**config.mk**
```make
export PLATFORM = sky130hd
export DESIGN_NAME = program_flow_trace_reporter
export DESIGN_NICKNAME = d
export VERILOG_FILES = /design/src/hw/trace_pkg.sv /design/src/hw/trace_attr_if.sv /design/src/hw/program_flow_trace_reporter.sv /design/src/hw/fetch_show_filter.sv /design/src/hw/bus_attr_marker.sv
export SDC_FILE = /design/constraint.sdc
export NUM_CORES = 1
export LEC_CHECK = 0
export BUFFER_PORTS_ARGS = -buffer_cell sky130_fd_sc_hd__buf_2
export CAP_MARGIN = 20
export CORE_ASPECT_RATIO = 1.25
export CORE_UTILIZATION = 46
export DETAILED_ROUTE_END_ITERATION = 7
export PLACE_DENSITY = 0.8
export SYNTH_ARGS = -nofsm -noshare
export SYNTH_HDL_FRONTEND = slang
export SYNTH_SLANG_ARGS = --single-unit
```
**constraint.sdc**
```tcl
create_clock -name core_clk -period 2.2 [get_ports core_clk]
set_clock_uncertainty 0.05 [all_clocks]
set_input_delay 0.22 -clock core_clk [delete_from_list [all_inputs] [get_ports core_clk]]
set_output_delay 0.22 -clock core_clk [all_outputs]
set_load 0.01 [all_outputs]
```
**src/hw/trace_pkg.sv**
```systemverilog
package trace_pkg;

    // What the core reports about the instruction it just fetched
    typedef enum logic [2:0] {
        FK_NONE,
        FK_SEQ,
        FK_NOT_TAKEN,
        FK_DIRECT,
        FK_INDIRECT,
        FK_EXCEPTION,
        FK_CONTEXT
    } fetch_kind_t;

    // Fetch-type codes on fetch_type_status
    localparam logic [2:0] FT_NONE = 3'h0;
    localparam logic [2:0] FT_SEQ = 3'h1;
    localparam logic [2:0] FT_NOT_TAKEN = 3'h2;
    localparam logic [2:0] FT_SYNC = 3'h3;
    localparam logic [2:0] FT_EXCEPTION = 3'h4;
    localparam logic [2:0] FT_INDIRECT = 3'h5;
    localparam logic [2:0] FT_DIRECT = 3'h6;
    localparam logic [2:0] FT_NOT_TAKEN_SLOT = 3'h7;
    localparam logic [2:0] FLUSH_MAX = 3'h5;
    localparam logic [2:0] FLUSH_RESERVED = 3'h6;

    // History flush codes
    localparam logic [1:0] HIST_MAX = 2'h2;
    localparam logic [1:0] HIST_DEBUG = 2'h3;

    // Show-cycle control settings
    localparam logic [1:0] SHOW_ALL = 2'h0;
    localparam logic [1:0] SHOW_ALL_COF = 2'h1;
    localparam logic [1:0] SHOW_INDIRECT = 2'h2;
    localparam logic [1:0] SHOW_SYNC_ONLY = 2'h3;
    localparam logic [1:0] SHOW_CTL_RESET = 2'h0;

    // Cycle type codes
    localparam logic [3:0] CT_EXTERNAL = 4'h0;
    localparam logic [3:0] CT_EXT_ICOF = 4'h1;
    localparam logic [3:0] CT_INT_DEFAULT = 4'h4;

    // Register map
    localparam logic [7:0] REG_SHOW_CTL = 8'h00;
    localparam logic [7:0] REG_STATUS = 8'h04;
    localparam logic [7:0] REG_SHOW_COUNT = 8'h08;
    localparam logic [15:0] SHOW_COUNT_RESET = 16'h0000;

endpackage

```
**src/hw/trace_attr_if.sv**
```systemverilog
`timescale 1ns/1ns
interface trace_attr_if;
    import trace_pkg::*;
    logic fetch_valid;
    logic icof;
    logic cof;
    logic external;
    logic [3:0] region_code;
    logic sync_level;
    logic ctl_write;
    logic [1:0] ctl_wdata;
    logic [1:0] eff_ctl;
    logic [1:0] pend_ctl;
    logic lag_pending;
    logic show;
    logic addr_only;
    logic [3:0] cycle_code;
    logic at1;
    logic wr_n;

    modport main (output fetch_valid, icof, cof, external, region_code,
        sync_level, ctl_write, ctl_wdata, input eff_ctl, pend_ctl,
        lag_pending, show, addr_only, cycle_code, at1, wr_n);
    modport filter (input fetch_valid, icof, cof, sync_level, ctl_write,
        ctl_wdata, output eff_ctl, pend_ctl, lag_pending, show);
    modport marker (input fetch_valid, icof, external, region_code,
        output addr_only, cycle_code, at1, wr_n);
endinterface

```
**src/hw/program_flow_trace_reporter.sv**
```systemverilog
// What this block does
// - Indirect flow events mark the target fetch
// - Internal marked fetch drives direction low
// - External marked fetch shows cycle type 0001
// - Marked cycles flag instruction address type
// - Internal show cycles use internal type codes
// - External full cycles, internal address-only
// - Context instructions report 101, mark next
// - Control 00/01/10 pick shown fetch classes
// - Control 11 shows indirect only with sync
// - New control applies from second fetch
// - Sync request comes only from serial port
// - Sync change forces sync; marks next fetch except in a flush slot
// - History flush count every clock
// - Flush counts only when no type info
// - Codes 000-011 precede more type info
// - Codes 100-111 precede flush info
// - Flush counts 0-5, never 110
// - Only 111 may replace flush info
// - History code 11 means debug mode
// - Debug mode holds 000 and 11
`timescale 1ns/1ns
module program_flow_trace_reporter
(
    // Clock, reset, enable
    input wire logic core_clk,
    input wire logic reset,
    input wire logic ce,
    // Register port
    input wire logic [7:0] reg_addr,
    input wire logic [31:0] reg_wdata,
    input wire logic reg_write,
    input wire logic reg_read,
    output logic [31:0] reg_rdata,
    // Core fetch report
    input wire logic fetch_valid,
    input wire trace_pkg::fetch_kind_t fetch_kind,
    input wire logic [2:0] queue_flush_count,
    input wire logic [1:0] hist_flush_count,
    input wire logic debug_mode,
    // Serial development port
    input wire logic sync_request,
    output logic sync_force,
    // Fetch bus cycle from bus unit
    input wire logic bus_fetch_valid,
    input wire logic bus_fetch_external,
    input wire logic [3:0] bus_region_code,
    // Trace pins
    output logic [2:0] fetch_type_status,
    output logic [1:0] hist_flush_status,
    output logic show_cycle,
    output logic show_addr_only,
    output logic [3:0] cycle_type_code,
    output logic addr_type_instr,
    output logic transfer_direction_n
);
    import trace_pkg::*;

    typedef enum logic {SLOT_TYPE, SLOT_FLUSH} slot_t;

    trace_attr_if attr ();

    slot_t slot;
    slot_t next_slot;
    logic sync_prev;
    logic sync_toggle;
    logic exit_pending;
    logic exit_sync;
    logic debug_prev;
    logic held_valid;
    fetch_kind_t held_kind;
    logic [2:0] flush_acc;
    logic [2:0] flush_sum;
    logic [3:0] flush_wide;
    logic mark_icof;
    logic mark_cof;
    logic [2:0] next_code;
    logic emit_type;
    logic take_fetch;
    logic [15:0] show_count;

    function automatic logic [2:0] type_code(input fetch_kind_t k);
        case (k)
            FK_SEQ: type_code = FT_SEQ;
            FK_NOT_TAKEN: type_code = FT_NOT_TAKEN;
            FK_DIRECT: type_code = FT_DIRECT;
            FK_INDIRECT: type_code = FT_INDIRECT;
            FK_CONTEXT: type_code = FT_INDIRECT;
            FK_EXCEPTION: type_code = FT_EXCEPTION;
            default: type_code = FT_NONE;
        endcase
    endfunction

    // Codes that make the following fetch an indirect-flow target
    function automatic logic marks_icof(input logic [2:0] c);
        marks_icof = c == FT_SYNC || c == FT_EXCEPTION || c == FT_INDIRECT;
    endfunction

    // only the serial port path changes it
    assign sync_toggle = sync_request != sync_prev;

    always_comb
    begin
        flush_wide = {1'b0, flush_acc} + {1'b0, queue_flush_count};
        // saturate, never reserved; carry kept so 4+4 cannot wrap
        if (flush_wide > {1'b0, FLUSH_MAX})
            flush_sum = FLUSH_MAX;
        else
            flush_sum = flush_wide[2:0];
    end

    // Sequencing of the shared status bus
    always_comb
    begin
        next_code = FT_NONE;
        next_slot = slot;
        emit_type = 1'b0;
        take_fetch = 1'b0;
        if (debug_mode)
            next_code = FT_NONE;
        else if (slot == SLOT_FLUSH)
        begin
            if (fetch_valid && !held_valid && fetch_kind == FK_NOT_TAKEN
                && !exit_pending && !sync_toggle)
            begin
                next_code = FT_NOT_TAKEN_SLOT;
                emit_type = 1'b1;
                take_fetch = 1'b1;
            end
            // flush count in a no-type cycle
            else
            begin
                next_code = flush_sum;
                next_slot = SLOT_TYPE;
            end
        end
        else
        begin
            emit_type = 1'b1;
            if (exit_pending)
                next_code = exit_sync ? FT_SYNC : FT_INDIRECT;
            else if (sync_toggle)
                next_code = FT_SYNC;
            else if (held_valid)
                next_code = type_code(held_kind);
            else if (fetch_valid)
            begin
                next_code = type_code(fetch_kind);
                take_fetch = 1'b1;
            end
            next_slot = next_code[2] ? SLOT_FLUSH : SLOT_TYPE;
        end
    end

    always_ff @(posedge core_clk or posedge reset)
        if (reset)
        begin
            fetch_type_status <= FT_NONE;
            hist_flush_status <= 2'h0;
            slot <= SLOT_TYPE;
        end
        else if (ce)
        begin
            fetch_type_status <= next_code;
            slot <= debug_mode ? SLOT_TYPE : next_slot;
            if (debug_mode)
                hist_flush_status <= HIST_DEBUG;
            else if (hist_flush_count > HIST_MAX)
                hist_flush_status <= HIST_MAX;
            else
                hist_flush_status <= hist_flush_count;
        end

    // A fetch that loses the bus to another report waits one entry deep
    always_ff @(posedge core_clk or posedge reset)
        if (reset)
        begin
            held_valid <= 1'b0;
            held_kind <= FK_NONE;
        end
        else if (ce && !debug_mode)
        begin
            if (fetch_valid && !take_fetch)
            begin
                held_valid <= 1'b1;
                held_kind <= fetch_kind;
            end
            else if (slot == SLOT_TYPE && !exit_pending && !sync_toggle)
                held_valid <= 1'b0;
        end

    // Queue flushes wait for the flush slot
    always_ff @(posedge core_clk or posedge reset)
        if (reset)
            flush_acc <= 3'h0;
        else if (ce)
        begin
            if (debug_mode || (slot == SLOT_FLUSH && !emit_type))
                flush_acc <= 3'h0;
            else
                flush_acc <= flush_sum;
        end

    always_ff @(posedge core_clk or posedge reset)
        if (reset)
        begin
            sync_prev <= 1'b0;
            sync_force <= 1'b0;
        end
        else if (ce)
        begin
            sync_prev <= sync_request;
            sync_force <= sync_toggle;
        end

    // Leaving debug reports a sync change or the return as indirect
    always_ff @(posedge core_clk or posedge reset)
        if (reset)
        begin
            debug_prev <= 1'b0;
            exit_pending <= 1'b0;
            exit_sync <= 1'b0;
        end
        else if (ce)
        begin
            debug_prev <= debug_mode;
            if (debug_mode)
            begin
                if (sync_toggle)
                    exit_sync <= 1'b1;
            end
            else if (debug_prev)
                exit_pending <= 1'b1;
            else if (slot == SLOT_TYPE)
            begin
                exit_pending <= 1'b0;
                exit_sync <= 1'b0;
            end
        end

    // mark the next bus fetch; a new mark wins over its use
    always_ff @(posedge core_clk or posedge reset)
        if (reset)
        begin
            mark_icof <= 1'b0;
            mark_cof <= 1'b0;
        end
        else if (ce)
        begin
            if (emit_type && marks_icof(next_code))
                mark_icof <= 1'b1;
            else if (bus_fetch_valid)
                mark_icof <= 1'b0;
            if (emit_type && next_code == FT_DIRECT)
                mark_cof <= 1'b1;
            else if (bus_fetch_valid)
                mark_cof <= 1'b0;
        end

    assign attr.fetch_valid = bus_fetch_valid;
    assign attr.icof = mark_icof;
    assign attr.cof = mark_cof;
    assign attr.external = bus_fetch_external;
    assign attr.region_code = bus_region_code;
    assign attr.sync_level = sync_request;
    assign attr.ctl_write = reg_write && reg_addr == REG_SHOW_CTL;
    assign attr.ctl_wdata = reg_wdata[1:0];

    fetch_show_filter u_filter (
        .core_clk(core_clk),
        .reset(reset),
        .ce(ce),
        .attr(attr)
    );

    bus_attr_marker u_marker (
        .core_clk(core_clk),
        .reset(reset),
        .attr(attr)
    );

    always_ff @(posedge core_clk or posedge reset)
        if (reset)
        begin
            show_cycle <= 1'b0;
            show_addr_only <= 1'b0;
            cycle_type_code <= CT_EXTERNAL;
            addr_type_instr <= 1'b0;
            transfer_direction_n <= 1'b1;
        end
        else if (ce)
        begin
            show_cycle <= attr.show;
            show_addr_only <= attr.show && attr.addr_only;
            cycle_type_code <= attr.show ? attr.cycle_code : CT_EXTERNAL;
            addr_type_instr <= attr.show && attr.at1;
            transfer_direction_n <= attr.show ? attr.wr_n : 1'b1;
        end

    // Show cycle tally, cleared by a write
    always_ff @(posedge core_clk or posedge reset)
        if (reset)
            show_count <= SHOW_COUNT_RESET;
        else if (ce)
        begin
            if (reg_write && reg_addr == REG_SHOW_COUNT)
                show_count <= SHOW_COUNT_RESET;
            else if (attr.show)
                show_count <= show_count + 16'h0001;
        end

    always_ff @(posedge core_clk or posedge reset)
        if (reset)
            reg_rdata <= 32'h0000_0000;
        else if (ce)
        begin
            reg_rdata <= 32'h0000_0000;
            if (reg_read)
                case (reg_addr)
                    REG_SHOW_CTL: reg_rdata[1:0] <= attr.pend_ctl;
                    REG_STATUS: reg_rdata[5:0] <= {slot == SLOT_FLUSH,
                        attr.lag_pending, debug_mode, sync_request,
                        attr.eff_ctl};
                    REG_SHOW_COUNT: reg_rdata[15:0] <= show_count;
                    default: reg_rdata <= 32'h0000_0000;
                endcase
        end
endmodule

```
**src/hw/fetch_show_filter.sv**
```systemverilog
`timescale 1ns/1ns
module fetch_show_filter
(
    // Clock, reset and enable
    input wire logic core_clk,
    input wire logic reset,
    input wire logic ce,
    // Attributes of the current fetch
    trace_attr_if.filter attr
);
    import trace_pkg::*;

    // old setting for one more fetch
    always_ff @(posedge core_clk or posedge reset)
        if (reset)
        begin
            attr.eff_ctl <= SHOW_CTL_RESET;
            attr.pend_ctl <= SHOW_CTL_RESET;
            attr.lag_pending <= 1'b0;
        end
        else if (ce)
        begin
            if (attr.ctl_write)
            begin
                attr.pend_ctl <= attr.ctl_wdata;
                attr.lag_pending <= 1'b1;
            end
            else if (attr.lag_pending && attr.fetch_valid)
            begin
                attr.eff_ctl <= attr.pend_ctl;
                attr.lag_pending <= 1'b0;
            end
        end

    always_comb
        case (attr.eff_ctl)
            SHOW_ALL: attr.show = attr.fetch_valid;
            SHOW_ALL_COF: attr.show = attr.fetch_valid
                && (attr.cof || attr.icof);
            SHOW_INDIRECT: attr.show = attr.fetch_valid && attr.icof;
            SHOW_SYNC_ONLY: attr.show = attr.fetch_valid && attr.icof
                && attr.sync_level;
            default: attr.show = 1'b0;
        endcase
endmodule

```
**src/hw/bus_attr_marker.sv**
```systemverilog
`timescale 1ns/1ns
module bus_attr_marker
(
    // Clock and reset
    input wire logic core_clk,
    input wire logic reset,
    // Attributes of the current fetch
    trace_attr_if.marker attr
);
    import trace_pkg::*;

    // Internal codes outside 01xx/10xx/110x would hide the mark
    function automatic logic code_ok(input logic [3:0] c);
        code_ok = (c[3] ^ c[2]) || (c[3:1] == 3'b110);
    endfunction

    logic [3:0] int_code;
    assign int_code = code_ok(attr.region_code) ? attr.region_code
        : CT_INT_DEFAULT;

    assign attr.addr_only = !attr.external;
    assign attr.at1 = attr.fetch_valid;
    assign attr.cycle_code = !attr.external ? int_code
        : (attr.icof ? CT_EXT_ICOF : CT_EXTERNAL);
    assign attr.wr_n = !(attr.fetch_valid && attr.icof && !attr.external);
endmodule

```
==> metrics.md <==
| Metric | Value |
|---|---|
| Final number of hold-violating endpoints | 0 |
| Mapped Cells | 327 |
| Final Max Tran Viols | 0 |
| R2R depth | 7 |
| Critical Path AT | 2.30 ns |
| Vias | about 2800 |
| CTS tree | done |
| Clock Sinks | 65 |
| Hold Path Sink | u_filter.attr.pend_ctl[0]$_DFFE_PP0P_ |
| DR WL/cell | 14.8 microns |
| Clk root buf | clkbuf_8 |
| Reg2Reg Launch Point | flush_acc[0]$_DFFE_PP0P_ |
| Number of max-cap violations | 0 |
| Final instance area | ~4000 sq um |
| Site row count | 34 |
| Worst slew pin tran | 0.589 ns |
| Combinational power share | 21.8% |
| Worst-skew pair later-pin latency | 0.35 ns |
| Crit Path Class | reg -> reg |
| Async SR Flop Fraction | 100% |
| Flop pwr share | 48.4% |
| Crit-path max FO | 4 |
| Setup ws final | 0.0946 ns |
| Share of layout cells above drive strength 1 | 24.7% |
| Fmax | 475 MHz |
| Number of remaining DRC errors | 0 |
| Core Area | 7020 sq um |
| Crit path required time | 2.39 ns |
| Yosys warns | 0 |
| Vias in the first global route | 2697 |
| Pwr dens | between 700 and 800 nW/um^2 |
| WL final | roughly 7300 microns |
| RD Place Congestion | about 0.91 |
| Leak | 1.88 nW |
| Worst Hold Class | in -> reg |
| Clk buf depth | 2 |
| Psw | 0.924 mW |
| Sequential share of the synthesized area | 48.6% |
| Top FF cell, synth | dfrtp_1 |
| Worst Setup Start Kind | register |
| Port Buffers | 61 |
| Routed Antenna Nets | 0 |
| Die Ht | 97.4 microns |
| Cts bufs inserted | 9 |
| RSZ-0062 raised after global routing | no |
| DP Worst Slack | -0.0203 ns |
| Max IR drop VDD | 394 uV |
| WHS Path Cells | 2 |
| Post-DP HPWL | between 5000 and 6000 microns |
| Die X | 78.4 microns |
| Synth area leaders | dfrtp_1, buf_4, a21oi_1 |
| Top-count cell post-synth | dfrtp_1 |
| Slew HR | 60.4% |
| Final hold slack | 0.0627 ns |
| Status | finished clean |
| Post-Syn Area per Cell | about 10 sq um |
| Drt pass-1 iters | 4 |
| Sw Ratio | a little under a third |
| Tcrit/Tclk final | 95.7% |
| Synth cell count leaders | dfrtp_1, nand2_1, nor2_1 |
| I/O pins | 108 |
| Clock transition at the registers of the reported paths | about 0.060 ns |
| Die area | 7630 sq um |
| First-pass GRT wire length | 12300 microns |
| Pint | ~2.1 mW |
| Area after DPL | 3760 sq um |
| Largest net degree at the start of global routing | 40 |
| Reg2reg setup slack | 0.09 ns |
| Nets | 468 |
| Core Util, Final | 56.4% |
| Drt initial violations | between 150 and 200 |
| Total power draw | 3.01 mW |
| GRT Overall Usage | a little over a fifth |
| Mapped cell area | 3350 sq um |
| Initial antenna violation count | 0 |
| Clock power frac | 29.8% |
| CP Capture Type | register |
| H-Tree Depth | 3 |
| Post-synth top area cell | dfrtp_1 |
| Hold Crit Start | reg_wdata[0] |
| Crit Reg-Reg Endpoint | attr.cof$_DFFE_PP0P_ |
| Netlist cell types | 59 |
| EDFF count, synth | 0 |
| Final setup viols | 0 |
| Initial Util | 47.8% |
| N_diodes | 0 |
| Area grow syn2layout | 18.1% |
| Total grt overflow | 0 |
| Via/cell ratio | 5.56 |
| Synthesis-stage register bit count | 65 |
| Final min period | 2.11 ns |
| Post-synth top area share | a little under half |
==> how the worst max path moves through the flow <==
stage,cells past startpoint,slack (ns),end,start
3_5_place_dp,7,-0.02,attr.cof$_DFFE_PP0P_,flush_acc[0]$_DFFE_PP0P_
3_3_place_gp,7,0.04,attr.icof$_DFFE_PP0P_,flush_acc[0]$_DFFE_PP0P_
6_report,7,0.09,attr.cof$_DFFE_PP0P_,flush_acc[0]$_DFFE_PP0P_
4_1_cts,7,0.01,attr.cof$_DFFE_PP0P_,flush_acc[0]$_DFFE_PP0P_
2_1_floorplan,7,0.12,attr.cof$_DFFE_PP0P_,flush_acc[0]$_DFFE_PP0P_
5_1_grt,7,0.01,attr.cof$_DFFE_PP0P_,flush_acc[0]$_DFFE_PP0P_
==> kinds of logic (layout without fill, tap and decap cells) <==
group           Yosys count  after routing  share of synthesized area (%)
simple gates             99             99                           16.2
mux                      12             12                           3.96
buf+inv                  40            103                           6.27
fa+ha+maj                 6              6                           2.46
flops                    65             65                           48.6
other cells               1             16                          0.112
xor+xnor                  5              5                           1.31
compound gates           99             99                           21.1
==> per-layer routing <==
metal / vias up / wire (microns) / track usage, %
li1: 1323 / - / -
met1: 1332 / 3050 / 23.4
met2: 73 / 3800 / 36.8
met3: 23 / 267 / 4.88
met4: 0 / 196 / 10.5
met5: - / 0 / 0
==> metrics by stage <==
stage | std cells | setup TNS, ns
floorplan | 342 | 0
global placement | 478 | 0
detailed placement | 478 | -0.0203
CTS | 495 | 0
global route | 495 | 0
finish | 495 | 0
==> area by class of cell <==
cell class,instances,area (sq um)
inverters,14,52.6
fillers,628,3060
multi-input cells,237,1580
clock inverters,3,15.0
well taps,90,113
flip-flops and latches,65,1630
repair buffers,73,410
clock buffers,13,159
==> flip-flops by register name, indices dropped and copies added, names as in the netlist, 2 cells and up <==
| signal | flops |
|---|---|
| fetch_type_status | 3 |
| show_count | 16 |
| hist_flush_status | 2 |
| cycle_type_code | 4 |
| u_filter.attr.pend_ctl | 2 |
| flush_acc | 3 |
| u_filter.attr.eff_ctl | 2 |
| reg_rdata | 16 |
| held_kind | 3 |
==> critical path: stages, from the launching register on <==
cell and delay [ns]:
dfrtp_1 0.38, ha_1 0.22, fa_2 0.37, nand3b_1 0.12, o21ai_2 0.09, a21o_1 0.20
or2_4 0.25, o41ai_2 0.32
==> cell usage in the layout (no fill, tap or decap), types with 5 or more instances in the layout <==
master     Yosys  final
dfrtp_1       64     64
buf_2          0     61
nand2_1       23     23
nor2_1        19     19
a21oi_1       18     18
conb_1         1     16
inv_1         13     12
or3_1         12     12
o21ai_1       11     11
o21ai_0       12     11
clkbuf_8       0     11
a22o_1        10     10
buf_4         16     10
nand4_1        9      9
o2bb2ai_1      9      9
mux2_1         7      7
nand3_1        6      6
a21o_1         6      6
nor2b_1        5      5
ha_1           5      5
==> power by group through the flow <==
| stage | clock network (mW) | registers (mW) | logic, mW |
|---|---|---|---|
| floorplan | 0 | 1.46 | 0.455 |
| global placement | 0 | 1.47 | 0.623 |
| detailed placement | 0 | 1.48 | 0.647 |
| CTS | 0.924 | 1.46 | 0.655 |
| global route | 0.975 | 1.48 | 0.741 |
| finish | 0.899 | 1.46 | 0.657 |
==> what timing repair did <==
action                                 4_1_cts  5_1_grt
buffers inserted                             0        0
setup endpoints to repair                    2        5
hold buffers                                 1        0
endpoints found under the hold margin       25        0
cloned                                       0        0
resized for setup                            1        3
Note: power is estimated with default switching activity, not from simulation.
